<file path="config.mk">
export PLATFORM = sky130hd
export DESIGN_NAME = timer16_irq_mask_flags
export DESIGN_NICKNAME = d
export VERILOG_FILES = /design/src/timer16_irq_pkg.sv /design/src/timer_event_detect.sv /design/src/irq_flag_bank.sv /design/src/timer16_irq_mask_flags.sv
export SDC_FILE = /design/constraint.sdc
export NUM_CORES = 1
export LEC_CHECK = 0
export BUFFER_PORTS_ARGS = -buffer_cell sky130_fd_sc_hd__buf_2
export CAP_MARGIN = 20
export CORE_MARGIN = 3
export CORE_UTILIZATION = 30
export CTS_CLUSTER_SIZE = 10
export DETAILED_ROUTE_END_ITERATION = 16
export PLACE_DENSITY_LB_ADDON = 0.25
export SLEW_MARGIN = 20
export SYNTH_ARGS = -nofsm -noshare
export SYNTH_HDL_FRONTEND = slang
export SYNTH_SLANG_ARGS = --single-unit
</file>
<file path="constraint.sdc">
create_clock -name clk -period 3.5 [get_ports clk]
set_clock_uncertainty 0.2 [all_clocks]
set_input_delay 0.35 -clock clk [delete_from_list [all_inputs] [get_ports clk]]
set_output_delay 0.35 -clock clk [all_outputs]
set_load 0.03 [all_outputs]
</file>
<file path="src/timer16_irq_pkg.sv">
// Constants shared by the timer interrupt enable and flag logic
package timer16_irq_pkg;

  // ----------------------------------------------------------------
  // Address map
  // ----------------------------------------------------------------
  localparam logic [7:0] IO_SPACE_MAX        = 8'h3F;
  localparam logic [7:0] IO_DATA_OFFSET      = 8'h20;
  localparam logic [7:0] EXT_IO_BASE         = 8'h60;
  localparam logic [7:0] FLAGS_IO_ADDR       = 8'h36;
  localparam logic [7:0] MASK_IO_ADDR        = 8'h37;
  localparam logic [7:0] EXT_FLAGS_DATA_ADDR = 8'h7C;
  localparam logic [7:0] EXT_MASK_DATA_ADDR  = 8'h7D;

  // ----------------------------------------------------------------
  // Reset values
  // ----------------------------------------------------------------
  localparam logic [7:0] FLAGS_RESET     = 8'h00;
  localparam logic [7:0] MASK_RESET      = 8'h00;
  localparam logic [7:0] EXT_MASK_RESET  = 8'h00;
  localparam logic [7:0] READ_ZERO       = 8'h00;

  // ----------------------------------------------------------------
  // Bit positions within the flag and mask registers
  // ----------------------------------------------------------------
  localparam int CAPTURE_BIT = 5;
  localparam int CMPA_BIT    = 4;
  localparam int CMPB_BIT    = 3;
  localparam int OVF_BIT     = 2;
  localparam int T3_CMPC_BIT = 1;
  localparam int T1_CMPC_BIT = 0;

  // ----------------------------------------------------------------
  // Interrupt source indices
  // ----------------------------------------------------------------
  localparam int NUM_SOURCES = 10;
  localparam int SRC_T1_CAP  = 0;
  localparam int SRC_T1_CMPA = 1;
  localparam int SRC_T1_CMPB = 2;
  localparam int SRC_T1_OVF  = 3;
  localparam int SRC_T1_CMPC = 4;
  localparam int SRC_T3_CAP  = 5;
  localparam int SRC_T3_CMPA = 6;
  localparam int SRC_T3_CMPB = 7;
  localparam int SRC_T3_OVF  = 8;
  localparam int SRC_T3_CMPC = 9;

  // ----------------------------------------------------------------
  // Waveform mode tables, one bit per mode encoding
  // ----------------------------------------------------------------
  localparam logic [15:0] CAPTURE_TOP_MODES = 16'h5500;
  localparam logic [15:0] OVF_AT_WRAP_MODES = 16'h1011;
  localparam logic [15:0] OVF_AT_TOP_MODES  = 16'hC0E0;
  localparam logic [15:0] OVF_AT_BOT_MODES  = 16'h0F0E;

endpackage

</file>
<file path="src/timer_event_detect.sv">
// Flag set conditions for one 16-bit timer
`timescale 1ns/10ps
module timer_event_detect #(
  parameter int WIDTH = 16
) (
  input  wire logic             clk,
  input  wire logic             reset,
  input  wire logic             ce,
  input  wire logic             timer_tick,
  input  wire logic [WIDTH-1:0] counter,
  input  wire logic [WIDTH-1:0] compare_a_value,
  input  wire logic [WIDTH-1:0] compare_b_value,
  input  wire logic [WIDTH-1:0] compare_c_value,
  input  wire logic [3:0]       waveform_mode_bits,
  input  wire logic             capture_pin,
  input  wire logic             at_top,
  input  wire logic             at_bottom,
  input  wire logic             wrap,
  output logic                  set_capture,
  output logic                  set_cmpa,
  output logic                  set_cmpb,
  output logic                  set_cmpc,
  output logic                  set_ovf
);

  logic [2:0] match_r;
  logic [2:0] match_nxt;
  logic       pin_r;
  wire        capture_top_mode = timer16_irq_pkg::CAPTURE_TOP_MODES[waveform_mode_bits];
  wire        pin_edge         = capture_pin & ~pin_r;

  // ----------------------------------------------------------------
  // Compare match, flagged one timer clock later
  // ----------------------------------------------------------------
  // only counter equality
  assign match_nxt = {counter == compare_c_value, counter == compare_b_value, counter == compare_a_value};

  always_ff @(posedge clk or posedge reset) begin
    if (reset) begin
      match_r <= '0;
      pin_r   <= 1'b0;
    end else if (ce && timer_tick) begin
      match_r <= match_nxt;
      pin_r   <= capture_pin;
    end
  end

  assign set_cmpa = timer_tick & match_r[0];
  assign set_cmpb = timer_tick & match_r[1];
  assign set_cmpc = timer_tick & match_r[2];

  // ----------------------------------------------------------------
  // Capture and overflow
  // ----------------------------------------------------------------
  // pin or top
  assign set_capture = timer_tick & (capture_top_mode ? at_top : pin_edge);

  assign set_ovf = timer_tick &
                   ((timer16_irq_pkg::OVF_AT_WRAP_MODES[waveform_mode_bits] & wrap) |
                    (timer16_irq_pkg::OVF_AT_TOP_MODES[waveform_mode_bits] & at_top) |
                    (timer16_irq_pkg::OVF_AT_BOT_MODES[waveform_mode_bits] & at_bottom));

endmodule

</file>
<file path="src/irq_flag_bank.sv">
// Sticky interrupt flags with set-over-clear priority
`timescale 1ns/10ps
module irq_flag_bank #(
  parameter int N = 10
) (
  input  wire logic         clk,
  input  wire logic         reset,
  input  wire logic         ce,
  input  wire logic [N-1:0] set_pulse,
  input  wire logic [N-1:0] write_clear,
  input  wire logic [N-1:0] vector_clear,
  output logic      [N-1:0] flags_r
);

  genvar i;
  generate
    for (i = 0; i < N; i++) begin : g_flag
      logic flag_nxt;
      assign flag_nxt = set_pulse[i] | (flags_r[i] & ~write_clear[i] & ~vector_clear[i]);

      always_ff @(posedge clk or posedge reset) begin
        if (reset) begin
          flags_r[i] <= 1'b0;
        end else if (ce) begin
          flags_r[i] <= flag_nxt;
        end
      end
    end
  endgenerate

endmodule

</file>
<file path="src/timer16_irq_mask_flags.sv">
// Interrupt enables, flags and requests for timers 1 and 3
`timescale 1ns/10ps

module timer16_irq_mask_flags #(
  parameter int WIDTH = 16
) (
  input  wire logic                clk,
  input  wire logic                reset,
  input  wire logic                ce,
  input  wire logic [7:0]          addr,
  input  wire logic                addr_is_io,
  input  wire logic                wr_en,
  input  wire logic                rd_en,
  input  wire logic [7:0]          wdata,
  input  wire logic                legacy_mode,
  input  wire logic                global_irq_enable,
  input  wire logic                vector_ack,
  input  wire logic [3:0]          vector_id,
  input  wire logic                t1_tick,
  input  wire logic [WIDTH-1:0]    t1_counter,
  input  wire logic [WIDTH-1:0]    t1_compare_a_value,
  input  wire logic [WIDTH-1:0]    t1_compare_b_value,
  input  wire logic [WIDTH-1:0]    t1_compare_c_value,
  input  wire logic [3:0]          t1_waveform_mode_bits,
  input  wire logic                t1_capture_pin,
  input  wire logic                t1_at_top,
  input  wire logic                t1_at_bottom,
  input  wire logic                t1_wrap,
  input  wire logic                t3_tick,
  input  wire logic [WIDTH-1:0]    t3_counter,
  input  wire logic [WIDTH-1:0]    t3_compare_a_value,
  input  wire logic [WIDTH-1:0]    t3_compare_b_value,
  input  wire logic [WIDTH-1:0]    t3_compare_c_value,
  input  wire logic [3:0]          t3_waveform_mode_bits,
  input  wire logic                t3_capture_pin,
  input  wire logic                t3_at_top,
  input  wire logic                t3_at_bottom,
  input  wire logic                t3_wrap,
  output logic      [7:0]          rdata_r,
  output logic      [timer16_irq_pkg::NUM_SOURCES-1:0] irq_req_r
);

  localparam int NS = timer16_irq_pkg::NUM_SOURCES;

  // ----------------------------------------------------------------
  // Declarations
  // ----------------------------------------------------------------
  logic [7:0]    timer_irq_mask_r;
  logic [7:0]    timer_irq_mask_nxt;
  logic [7:0]    extended_timer_irq_enables_r;
  logic [7:0]    extended_timer_irq_enables_nxt;
  logic [7:0]    rdata_nxt;
  logic [NS-1:0] irq_req_nxt;
  logic [NS-1:0] flags_r;
  logic [NS-1:0] set_pulse;
  logic [NS-1:0] write_clear;
  logic [NS-1:0] vector_clear;
  logic [NS-1:0] enables;
  logic [7:0]    timer_irq_flags;
  logic [7:0]    extended_timer_irq_flags;

  wire t1_set_cap;
  wire t1_set_cmpa;
  wire t1_set_cmpb;
  wire t1_set_cmpc;
  wire t1_set_ovf;
  wire t3_set_cap;
  wire t3_set_cmpa;
  wire t3_set_cmpb;
  wire t3_set_cmpc;
  wire t3_set_ovf;

  // ----------------------------------------------------------------
  // Address decode
  // ----------------------------------------------------------------
  // I/O plus offset
  wire       io_in_range = addr <= timer16_irq_pkg::IO_SPACE_MAX;
  wire [7:0] data_addr   = addr_is_io ? 8'(addr + timer16_irq_pkg::IO_DATA_OFFSET) : addr;
  wire       addr_valid  = ~addr_is_io | io_in_range;

  wire [7:0] flags_data_addr = 8'(timer16_irq_pkg::FLAGS_IO_ADDR + timer16_irq_pkg::IO_DATA_OFFSET);
  wire [7:0] mask_data_addr  = 8'(timer16_irq_pkg::MASK_IO_ADDR + timer16_irq_pkg::IO_DATA_OFFSET);

  wire ext_space = ~addr_is_io & (addr >= timer16_irq_pkg::EXT_IO_BASE);

  wire hit_flags     = addr_valid & (data_addr == flags_data_addr);
  wire hit_mask      = addr_valid & (data_addr == mask_data_addr);
  wire hit_ext_flags = ext_space & (addr == timer16_irq_pkg::EXT_FLAGS_DATA_ADDR);
  wire hit_ext_mask  = ext_space & ~legacy_mode & (addr == timer16_irq_pkg::EXT_MASK_DATA_ADDR);

  wire wr_flags     = wr_en & hit_flags;
  wire wr_mask      = wr_en & hit_mask;
  wire wr_ext_flags = wr_en & hit_ext_flags;
  wire wr_ext_mask  = wr_en & hit_ext_mask;

  // ----------------------------------------------------------------
  // Event detectors
  // ----------------------------------------------------------------
  timer_event_detect #(
    .WIDTH (WIDTH)
  ) u_t1_events (
    .clk                (clk),
    .reset              (reset),
    .ce                 (ce),
    .timer_tick         (t1_tick),
    .counter            (t1_counter),
    .compare_a_value    (t1_compare_a_value),
    .compare_b_value    (t1_compare_b_value),
    .compare_c_value    (t1_compare_c_value),
    .waveform_mode_bits (t1_waveform_mode_bits),
    .capture_pin        (t1_capture_pin),
    .at_top             (t1_at_top),
    .at_bottom          (t1_at_bottom),
    .wrap               (t1_wrap),
    .set_capture        (t1_set_cap),
    .set_cmpa           (t1_set_cmpa),
    .set_cmpb           (t1_set_cmpb),
    .set_cmpc           (t1_set_cmpc),
    .set_ovf            (t1_set_ovf)
  );

  timer_event_detect #(
    .WIDTH (WIDTH)
  ) u_t3_events (
    .clk                (clk),
    .reset              (reset),
    .ce                 (ce),
    .timer_tick         (t3_tick),
    .counter            (t3_counter),
    .compare_a_value    (t3_compare_a_value),
    .compare_b_value    (t3_compare_b_value),
    .compare_c_value    (t3_compare_c_value),
    .waveform_mode_bits (t3_waveform_mode_bits),
    .capture_pin        (t3_capture_pin),
    .at_top             (t3_at_top),
    .at_bottom          (t3_at_bottom),
    .wrap               (t3_wrap),
    .set_capture        (t3_set_cap),
    .set_cmpa           (t3_set_cmpa),
    .set_cmpb           (t3_set_cmpb),
    .set_cmpc           (t3_set_cmpc),
    .set_ovf            (t3_set_ovf)
  );

  assign set_pulse[timer16_irq_pkg::SRC_T1_CAP]  = t1_set_cap;
  assign set_pulse[timer16_irq_pkg::SRC_T1_CMPA] = t1_set_cmpa;
  assign set_pulse[timer16_irq_pkg::SRC_T1_CMPB] = t1_set_cmpb;
  assign set_pulse[timer16_irq_pkg::SRC_T1_OVF]  = t1_set_ovf;
  assign set_pulse[timer16_irq_pkg::SRC_T1_CMPC] = t1_set_cmpc;
  assign set_pulse[timer16_irq_pkg::SRC_T3_CAP]  = t3_set_cap;
  assign set_pulse[timer16_irq_pkg::SRC_T3_CMPA] = t3_set_cmpa;
  assign set_pulse[timer16_irq_pkg::SRC_T3_CMPB] = t3_set_cmpb;
  assign set_pulse[timer16_irq_pkg::SRC_T3_OVF]  = t3_set_ovf;
  assign set_pulse[timer16_irq_pkg::SRC_T3_CMPC] = t3_set_cmpc;

  // ----------------------------------------------------------------
  // Flag clears
  // ----------------------------------------------------------------
  // write one clears
  assign write_clear[timer16_irq_pkg::SRC_T1_CAP]  = wr_flags & wdata[timer16_irq_pkg::CAPTURE_BIT];
  assign write_clear[timer16_irq_pkg::SRC_T1_CMPA] = wr_flags & wdata[timer16_irq_pkg::CMPA_BIT];
  assign write_clear[timer16_irq_pkg::SRC_T1_CMPB] = wr_flags & wdata[timer16_irq_pkg::CMPB_BIT];
  assign write_clear[timer16_irq_pkg::SRC_T1_OVF]  = wr_flags & wdata[timer16_irq_pkg::OVF_BIT];
  assign write_clear[timer16_irq_pkg::SRC_T1_CMPC] = wr_ext_flags & wdata[timer16_irq_pkg::T1_CMPC_BIT];
  assign write_clear[timer16_irq_pkg::SRC_T3_CAP]  = wr_ext_flags & wdata[timer16_irq_pkg::CAPTURE_BIT];
  assign write_clear[timer16_irq_pkg::SRC_T3_CMPA] = wr_ext_flags & wdata[timer16_irq_pkg::CMPA_BIT];
  assign write_clear[timer16_irq_pkg::SRC_T3_CMPB] = wr_ext_flags & wdata[timer16_irq_pkg::CMPB_BIT];
  assign write_clear[timer16_irq_pkg::SRC_T3_OVF]  = wr_ext_flags & wdata[timer16_irq_pkg::OVF_BIT];
  assign write_clear[timer16_irq_pkg::SRC_T3_CMPC] = wr_ext_flags & wdata[timer16_irq_pkg::T3_CMPC_BIT];

  genvar s;
  generate
    for (s = 0; s < NS; s++) begin : g_vec
      assign vector_clear[s] = vector_ack & (vector_id == 4'(s));
    end
  endgenerate

  irq_flag_bank #(
    .N (NS)
  ) u_flags (
    .clk          (clk),
    .reset        (reset),
    .ce           (ce),
    .set_pulse    (set_pulse),
    .write_clear  (write_clear),
    .vector_clear (vector_clear),
    .flags_r      (flags_r)
  );

  // ----------------------------------------------------------------
  // Register views
  // ----------------------------------------------------------------
  // main flag layout
  always_comb begin
    timer_irq_flags                                  = timer16_irq_pkg::READ_ZERO;
    timer_irq_flags[timer16_irq_pkg::CAPTURE_BIT]    = flags_r[timer16_irq_pkg::SRC_T1_CAP];
    timer_irq_flags[timer16_irq_pkg::CMPA_BIT]       = flags_r[timer16_irq_pkg::SRC_T1_CMPA];
    timer_irq_flags[timer16_irq_pkg::CMPB_BIT]       = flags_r[timer16_irq_pkg::SRC_T1_CMPB];
    timer_irq_flags[timer16_irq_pkg::OVF_BIT]        = flags_r[timer16_irq_pkg::SRC_T1_OVF];
  end

  always_comb begin
    extended_timer_irq_flags                               = timer16_irq_pkg::READ_ZERO;
    extended_timer_irq_flags[timer16_irq_pkg::CAPTURE_BIT] = flags_r[timer16_irq_pkg::SRC_T3_CAP];
    extended_timer_irq_flags[timer16_irq_pkg::CMPA_BIT]    = flags_r[timer16_irq_pkg::SRC_T3_CMPA];
    extended_timer_irq_flags[timer16_irq_pkg::CMPB_BIT]    = flags_r[timer16_irq_pkg::SRC_T3_CMPB];
    extended_timer_irq_flags[timer16_irq_pkg::OVF_BIT]     = flags_r[timer16_irq_pkg::SRC_T3_OVF];
    extended_timer_irq_flags[timer16_irq_pkg::T3_CMPC_BIT] = flags_r[timer16_irq_pkg::SRC_T3_CMPC];
    extended_timer_irq_flags[timer16_irq_pkg::T1_CMPC_BIT] = flags_r[timer16_irq_pkg::SRC_T1_CMPC];
  end

  // ----------------------------------------------------------------
  // Mask registers
  // ----------------------------------------------------------------
  // writable timer1 bits
  wire [7:0] mask_bits = 8'((1 << timer16_irq_pkg::CAPTURE_BIT) | (1 << timer16_irq_pkg::CMPA_BIT) |
                            (1 << timer16_irq_pkg::CMPB_BIT) | (1 << timer16_irq_pkg::OVF_BIT));
  wire [7:0] ext_mask_bits = 8'(mask_bits | (1 << timer16_irq_pkg::T3_CMPC_BIT) |
                                (1 << timer16_irq_pkg::T1_CMPC_BIT));

  assign timer_irq_mask_nxt             = wr_mask ? (wdata & mask_bits) : timer_irq_mask_r;
  assign extended_timer_irq_enables_nxt = wr_ext_mask ? (wdata & ext_mask_bits) : extended_timer_irq_enables_r;

  always_ff @(posedge clk or posedge reset) begin
    if (reset) begin
      timer_irq_mask_r             <= timer16_irq_pkg::MASK_RESET;
      extended_timer_irq_enables_r <= timer16_irq_pkg::EXT_MASK_RESET;
    end else if (ce) begin
      timer_irq_mask_r             <= timer_irq_mask_nxt;
      extended_timer_irq_enables_r <= extended_timer_irq_enables_nxt;
    end
  end

  // ----------------------------------------------------------------
  // Enables and requests
  // ----------------------------------------------------------------
  // extended enables off in legacy
  wire [7:0] ext_en = legacy_mode ? timer16_irq_pkg::READ_ZERO : extended_timer_irq_enables_r;

  assign enables[timer16_irq_pkg::SRC_T1_CAP]  = timer_irq_mask_r[timer16_irq_pkg::CAPTURE_BIT];
  assign enables[timer16_irq_pkg::SRC_T1_CMPA] = timer_irq_mask_r[timer16_irq_pkg::CMPA_BIT];
  assign enables[timer16_irq_pkg::SRC_T1_CMPB] = timer_irq_mask_r[timer16_irq_pkg::CMPB_BIT];
  assign enables[timer16_irq_pkg::SRC_T1_OVF]  = timer_irq_mask_r[timer16_irq_pkg::OVF_BIT];
  assign enables[timer16_irq_pkg::SRC_T1_CMPC] = ext_en[timer16_irq_pkg::T1_CMPC_BIT];
  assign enables[timer16_irq_pkg::SRC_T3_CAP]  = ext_en[timer16_irq_pkg::CAPTURE_BIT];
  assign enables[timer16_irq_pkg::SRC_T3_CMPA] = ext_en[timer16_irq_pkg::CMPA_BIT];
  assign enables[timer16_irq_pkg::SRC_T3_CMPB] = ext_en[timer16_irq_pkg::CMPB_BIT];
  assign enables[timer16_irq_pkg::SRC_T3_OVF]  = ext_en[timer16_irq_pkg::OVF_BIT];
  assign enables[timer16_irq_pkg::SRC_T3_CMPC] = ext_en[timer16_irq_pkg::T3_CMPC_BIT];

  assign irq_req_nxt = flags_r & enables & {NS{global_irq_enable}};

  // ----------------------------------------------------------------
  // Read data
  // ----------------------------------------------------------------
  assign rdata_nxt = ~rd_en         ? rdata_r :
                     hit_flags      ? timer_irq_flags :
                     hit_mask       ? timer_irq_mask_r :
                     hit_ext_flags  ? extended_timer_irq_flags :
                     hit_ext_mask   ? extended_timer_irq_enables_r :
                                      timer16_irq_pkg::READ_ZERO;

  always_ff @(posedge clk or posedge reset) begin
    if (reset) begin
      rdata_r   <= timer16_irq_pkg::READ_ZERO;
      irq_req_r <= '0;
    end else if (ce) begin
      rdata_r   <= rdata_nxt;
      irq_req_r <= irq_req_nxt;
    end
  end

endmodule

</file>
==> results_dict.tcl, run 1 <==
set metrics [dict create \
    p_int_mw 0.841 \
    area_fraction_in_compound_gates_after_synthesis_pct 14.9 \
    slew_headroom_pct 51.4 \
    die_h_um 112 \
    power.share.sequential_pct 44.0 \
    cp_slowest_cell "sky130_fd_sc_hd__or3_1" \
    cts.path.max_buffers 2 \
    timing.final.hold_violations 44 \
    globalRouteTotalUtil_pct 16.4 \
    antennaDiodeCount 0 \
    synth.lib_cells_used.distinct 49 \
    start_util_pct 31.5 \
    fin_crit_ns 2.18 \
    critPathLaunchType "primary input" \
    final_core_utilization_pct 42.8 \
    gp_congestion 0.856 \
    setup_repair_after_global_routing_missed_its_margin "no" \
    crit_required_ns 3.48 \
    tightestPinTransition_ns 0.727 \
    muxShareOfSynthArea_pct 4.34 \
    vias 3461 \
    crit_type "in -> reg" \
    power.leakage_nw 2.21 \
    boundaryPins 193 \
    worstPathArrival_ns 2.16 \
    hpwl_um 8960 \
    failing_checks "hold timing" \
    achievable-frequency_mhz 459 \
    synth_simple_gate_area_share_pct 18.6 \
    iteration_0_drc_count_of_the_detailed_router 131 \
    crit_buf_inv 1 \
    share_clk_of_total_power_pct 27.6 \
    fillCellCount 1078 \
    post_drt_via_cell_ratio 5.01 \
    post-route-drc-count 0 \
    logic_gate_share_of_total_power_pct 28.4 \
    power.switching_mw 0.370 \
    totalNegativeSetupSlack_ns 0 \
    slew_viol_final 0 \
    area_of_the_die_um2 12400 \
    synth-edff-count 0 \
    ys_dominant_reg_cell "sky130_fd_sc_hd__dfrtp_1" \
    syn_to_final_growth_pct 35.6 \
    swShare_pct 30.5 \
    drt-total-wl_um 10800 \
    largest_family_of_logic_cells_by_synthesized_area "XOR/XNOR gates" \
    cts-htree-levels 2 \
    via_count_of_the_first_global_routing_pass 3466 \
    synth-seq-area-share_pct 32.9 \
    net_count_final 730 \
    cts.sink_count 44 \
    finalCritPeriodShare_pct 62.2 \
    worst_hold_slack_ns -0.0258 \
    drive_gt1_share_pct 39.1 \
    syn_inst 365 \
    number_of_antenna_violations_at_the_first_check_in_global_routing 0 \
    synth.yosys.warnings 0 \
    sequence_of_cells_on_the_critical_path "buf_2 -> or3b_1 -> or3_1 -> nor3b_4 -> mux2_2" \
    design.core.area_um2 10600 \
    status "finished with violations" \
    critical-path-top-delay-family "simple AND/OR/NAND/NOR gates" \
    setup_viol 0 \
    synth_area_um2 3340 \
    dpl_cell_area_um2 4440 \
    number_of_max_capacitance_violations_reported 0 \
    cts_made_buffers 5 \
    maximum_number_of_pins_on_one_net_before_global_route_repair 45 \
    adder_cell_fraction_of_synth_area_pct 0.374 \
    die_w_um 112 \
    portBuffers 188 \
    cts_tree "built" \
    clk_pin_slew_ns 0.08 \
    drtAntennaViolNets 0 \
    multi_input_comb_area_um2 2130 \
    biggest_fanout_along_the_worst_timing_path 6 \
    sequential_cell_area_um2 1100 \
    critical_path.max_stage_delay_ns 0.49 \
    p_per_area_nw_per_um2 267 \
    postSynth.asyncResetShare_pct 100 \
    endpoint_kind "flip-flop" \
    postSynthAreaPerCell_um2 9.16 \
    cts_post_setup_buffers_inserted 0 \
    drt_first_pass_iters 4 \
    place_ws_ns 1.02 \
    cts-resized-gates 0 \
    grt_remaining_overflow 0 \
    num_rows 37 \
    setup_slack_ns 1.32 \
    synth-xor-area-share_pct 25.1 \
    postCtsHoldBufs 0 \
    worst_min_delay_path_class "in -> async" \
    grt_pass1_wl_um 16700 \
    final_design_area_no_fill_um2 4530 \
    post_drt_wl_per_cell_um 15.6 \
    worstSkewPairLatency_ns 0.30 \
    yosys_register_bits 44 \
    vdd.ir_drop.worst_mv 0.129 \
    cts.root.buffer_cell "sky130_fd_sc_hd__clkbuf_8" \
]
sequential cells by signal, summed over array words and instances, names as in the netlist:
signal                        cells
u_flags.flags_r                  10
u_t3_events.pin_r                 1
rdata_r                           6
irq_req_r                        10
u_t1_events.pin_r                 1
timer_irq_mask_r                  4
u_t1_events.match_r               3
u_t3_events.match_r               3
extended_timer_irq_enables_r      6
per-layer routing:
layer	routed length, um	part of all wire, %	track usage (%)
met5	0	0	0
met4	293	2.7	5.43
met3	731	6.8	3.37
met2	5200	48	27.4
met1	4570	42	21.3
power groups by stage:
| stage | logic, mW | registers (mW) | clock network [mW] |
|---|---|---|---|
| after floorplan | 0.153 | 0.552 | 0 |
| after global placement | 0.341 | 0.542 | 0 |
| after detailed placement | 0.346 | 0.543 | 0 |
| after CTS | 0.348 | 0.533 | 0.340 |
| after global routing | 0.382 | 0.535 | 0.363 |
| final | 0.344 | 0.533 | 0.334 |
cell usage in the layout (no fill, tap or decap), types with 5 or more instances in the layout:
cell type                    n
sky130_fd_sc_hd__nand2_1    22
sky130_fd_sc_hd__nor4_1     25
sky130_fd_sc_hd__nand4_1    19
sky130_fd_sc_hd__buf_2     188
sky130_fd_sc_hd__inv_1      16
sky130_fd_sc_hd__mux2_2     12
sky130_fd_sc_hd__nand2b_1    5
sky130_fd_sc_hd__a21oi_1    13
sky130_fd_sc_hd__nor2b_1     6
sky130_fd_sc_hd__xor2_1     96
sky130_fd_sc_hd__dfrtp_1    44
sky130_fd_sc_hd__o21ai_0    22
sky130_fd_sc_hd__a31oi_1    10
sky130_fd_sc_hd__clkbuf_8    6
logic make-up (layout without fill, tap and decap cells):
logic type	count (synthesis)	in the layout
buffers and inverters	29	218
DFF	44	44
adders and majority gates	1	1
xor gates and xnor gates	96	96
muxes	13	13
AOI/OAI and AO/OA	76	76
other	1	2
and+or+nand+nor	105	105
cells in the mapped netlist, drive strengths merged (2+ instances only):
master	instances	area, um2
nand3	2	10.0
dfrtp	44	1100
a211oi	3	22.5
buf	5	28.8
a22oi	2	15.0
o21ai	22	110
o31ai	3	22.5
nor3b	2	26.3
nor4	25	156
nand2	22	82.6
nand2b	5	31.3
nor2b	6	37.5
xor2	96	841
and4	2	17.5
o211ai	4	30.0
nor3	5	30.0
o31a	2	17.5
nor2	3	11.3
nand3b	4	30.0
nand4	19	119
a21oi	13	65.1
mux2	12	135
a31oi	10	62.6
a221o	4	40.0
a31o	3	26.3
clkbuf	6	22.5
inv	17	63.8
o211a	2	20.0
a211o	3	26.3
and3	4	25.0
stage by stage:
step	power, mW	cells
after global routing	1.28	691
final	1.21	691
after detailed placement	0.889	683
after floorplan	0.705	366
after CTS	1.22	691
after global placement	0.883	683
final cells by class:
class,count,area share [%]
inverters,18,1.49
multi-input cells,293,47.1
well taps,136,3.75
clock buffers,8,1.99
repair buffers,192,21.4
flip-flops and latches,44,24.3
path summary, 6_finish.rpt:
check                                                                    to  cells after the start  slack [ns]                               start
worst max-delay path            extended_timer_irq_enables_r[0]$_DFFE_PP0P_                      5        1.32                             addr[7]
worst min-delay path                               irq_req_r[6]$_DFFE_PP0P_                      3       -0.03                               reset
worst max register to register               u_flags.flags_r[6]$_DFFE_PP0P_                      3        2.29      u_flags.flags_r[6]$_DFFE_PP0P_
worst min register to register           u_t3_events.match_r[2]$_DFFE_PP0P_                      2        0.28  u_t3_events.match_r[2]$_DFFE_PP0P_
max in group asynchronous                   timer_irq_mask_r[4]$_DFFE_PP0P_                      3        2.73                               reset
min in group clk                              u_t3_events.pin_r$_DFFE_PP0P_                      2        0.11                      t3_capture_pin
worst min-delay path, stage by stage:
cell and delay [ns]:
sky130_fd_sc_hd__buf_2 0.10, sky130_fd_sc_hd__clkinv_1 0.03, sky130_fd_sc_hd__buf_4 0.46
No activity file was read; power rests on OpenSTA's default activity.
==> run 2: changes to the inputs <==
==> constraint.sdc (replaced) <==
create_clock -name clk -period 2.02 [get_ports clk]
set_clock_uncertainty 0.2 [all_clocks]
set_input_delay 0.202 -clock clk [delete_from_list [all_inputs] [get_ports clk]]
set_output_delay 0.202 -clock clk [all_outputs]
set_load 0.03 [all_outputs]
==> results_dict.tcl, run 2 (synthesis gave the netlist of run 1 again) <==
set metrics [dict create \
    cts.root.buffer_cell "sky130_fd_sc_hd__clkbuf_8" \
    critical_path.startpoint "addr[7]" \
    numPlacedInstances 689 \
    clk_pin_slew_ns 0.09 \
    finalCritPeriodShare_pct 91.1 \
    setup_slack_ns 0.179 \
    slew_viol_final 0 \
    cts.path.max_buffers 2 \
    final_design_area_no_fill_um2 4680 \
    worst_hold_slack_ns 0.0290 \
    globalRouteTotalUtil_pct 17.3 \
    rr_endpoint "rdata_r[2]$_DFFE_PP0P_" \
    dpl_cell_area_um2 4510 \
    number_of_antenna_violations_at_the_first_check_in_global_routing 0 \
    sequential_cell_area_um2 1100 \
    worstPathArrival_ns 1.84 \
    timing.rr.start "u_flags.flags_r[8]$_DFFE_PP0P_" \
    finalNonFillerCells 703 \
    drt_first_pass_iters 4 \
    boundaryPins 193 \
    totalNegativeSetupSlack_ns 0 \
    sequence_of_cells_on_the_critical_path "buf_2 -> or3b_4 -> or3_1 -> nor3b_4 -> buf_4 -> mux2_2" \
    timing.final.hold_violations 0 \
    fin_crit_ns 1.84 \
    drive_gt1_share_pct 39.9 \
    net_count_final 742 \
    grt_remaining_overflow 0 \
    power.leakage_nw 2.28 \
    cts_made_buffers 5 \
    endpoint_kind "flip-flop" \
    cts_tree "built" \
    portBuffers 188 \
    design.core.area_um2 10600 \
    grt_pass1_wl_um 17600 \
    setup_viol 0 \
    multi_input_comb_area_um2 2140 \
    final_core_utilization_pct 44.2 \
    final_cell_mix "188 x sky130_fd_sc_hd__buf_2, 96 x sky130_fd_sc_hd__xor2_1, 44 x sky130_fd_sc_hd__dfrtp_1" \
    vdd.ir_drop.worst_mv 0.253 \
    postCtsHoldBufs 6 \
    die_h_um 112 \
    worstSkewPairLatency_ns 0.31 \
    area_of_the_die_um2 12400 \
    number_of_max_capacitance_violations_reported 0 \
    worst-r2r-cell-count 3 \
    drt-total-wl_um 10900 \
    setup_repair_after_global_routing_missed_its_margin "no" \
    status "complete, no violations" \
    post-route-drc-count 0 \
    gp_congestion 0.868 \
    via_count_of_the_first_global_routing_pass 3731 \
    cts-htree-levels 2 \
    mostFrequentLayoutCell "sky130_fd_sc_hd__buf_2" \
    worstHoldStart "wdata[3]" \
    slew_headroom_pct 61.8 \
    cp_slowest_cell "sky130_fd_sc_hd__or3_1" \
    syn_to_final_growth_pct 40.0 \
    drtAntennaViolNets 0 \
    largest_registers "irq_req_r: 10 flops, u_flags.flags_r: 10 flops" \
    min_path_cells 2 \
    achievable-frequency_mhz 543 \
    cts_post_setup_buffers_inserted 0 \
    critical_path.max_stage_delay_ns 0.43 \
    antennaDiodeCount 0 \
    tightestPinTransition_ns 0.572 \
    crit_type "in -> reg" \
    worst_hold_path.endpoint "extended_timer_irq_enables_r[3]$_DFFE_PP0P_" \
    iteration_0_drc_count_of_the_detailed_router 158 \
    die_w_um 112 \
    post_drt_wl_per_cell_um 15.6 \
    p_per_area_nw_per_um2 479 \
    hpwl_um 9240 \
    num_rows 37 \
    start_util_pct 31.5 \
    total_power_mw 2.24 \
    cts.sink_count 44 \
    critPathLaunchType "primary input" \
    biggest_fanout_along_the_worst_timing_path 6 \
    vias 3526 \
    timing.reg2reg.setup_slack_ns 0.81 \
    fillCellCount 1041 \
    post_drt_via_cell_ratio 5.02 \
    crit_required_ns 2.02 \
    cts-resized-gates 0 \
    worst_min_delay_path_class "in -> reg" \
    maximum_number_of_pins_on_one_net_before_global_route_repair 45 \
    place_ws_ns -0.147 \
]
run 2: area by class of cell:
type	count	share of cell area [%]
clock buffers	5	1.47
clock inverters	3	0.989
inverters	18	1.44
multi-input cells	293	45.7
flip-flops and latches	44	23.5
well taps	136	3.63
repair buffers	204	23.2
run 2: how the worst max path moves through the flow:
| stage | depth (start not counted) | to | slack [ns] |
|---|---|---|---|
| 2_1_floorplan | 5 | extended_timer_irq_enables_r[0]$_DFFE_PP0P_ | -0.04 |
| 3_3_place_gp | 6 | extended_timer_irq_enables_r[3]$_DFFE_PP0P_ | -0.13 |
| 3_5_place_dp | 6 | extended_timer_irq_enables_r[5]$_DFFE_PP0P_ | -0.15 |
| 4_1_cts | 6 | extended_timer_irq_enables_r[5]$_DFFE_PP0P_ | 0.19 |
| 5_1_grt | 6 | extended_timer_irq_enables_r[2]$_DFFE_PP0P_ | 0.16 |
| 6_report | 6 | extended_timer_irq_enables_r[5]$_DFFE_PP0P_ | 0.18 |
run 2: layer usage:
layer | vias to the layer above | GRT usage [%] | wire length (um)
met5 | - | 0 | 0
met4 | 0 | 4.87 | 144
li1 | 1725 | - | -
met3 | 11 | 3.86 | 774
met2 | 161 | 30.8 | 5660
met1 | 1629 | 20.9 | 4350
run 2: worst max-delay path: cells and delay by family:
family | cells | cell delay, ns
buf+inv | 2 | 0.28
mux | 1 | 0.34
simple gates | 3 | 1.02
run 2: power breakdown:
part | internal (mW) | total [mW] | switching [mW]
logic | 0.288 | 0.615 | 0.327
clock network | 0.373 | 0.704 | 0.332
registers | 0.905 | 0.923 | 0.0181
total | 1.57 | 2.24 | 0.677
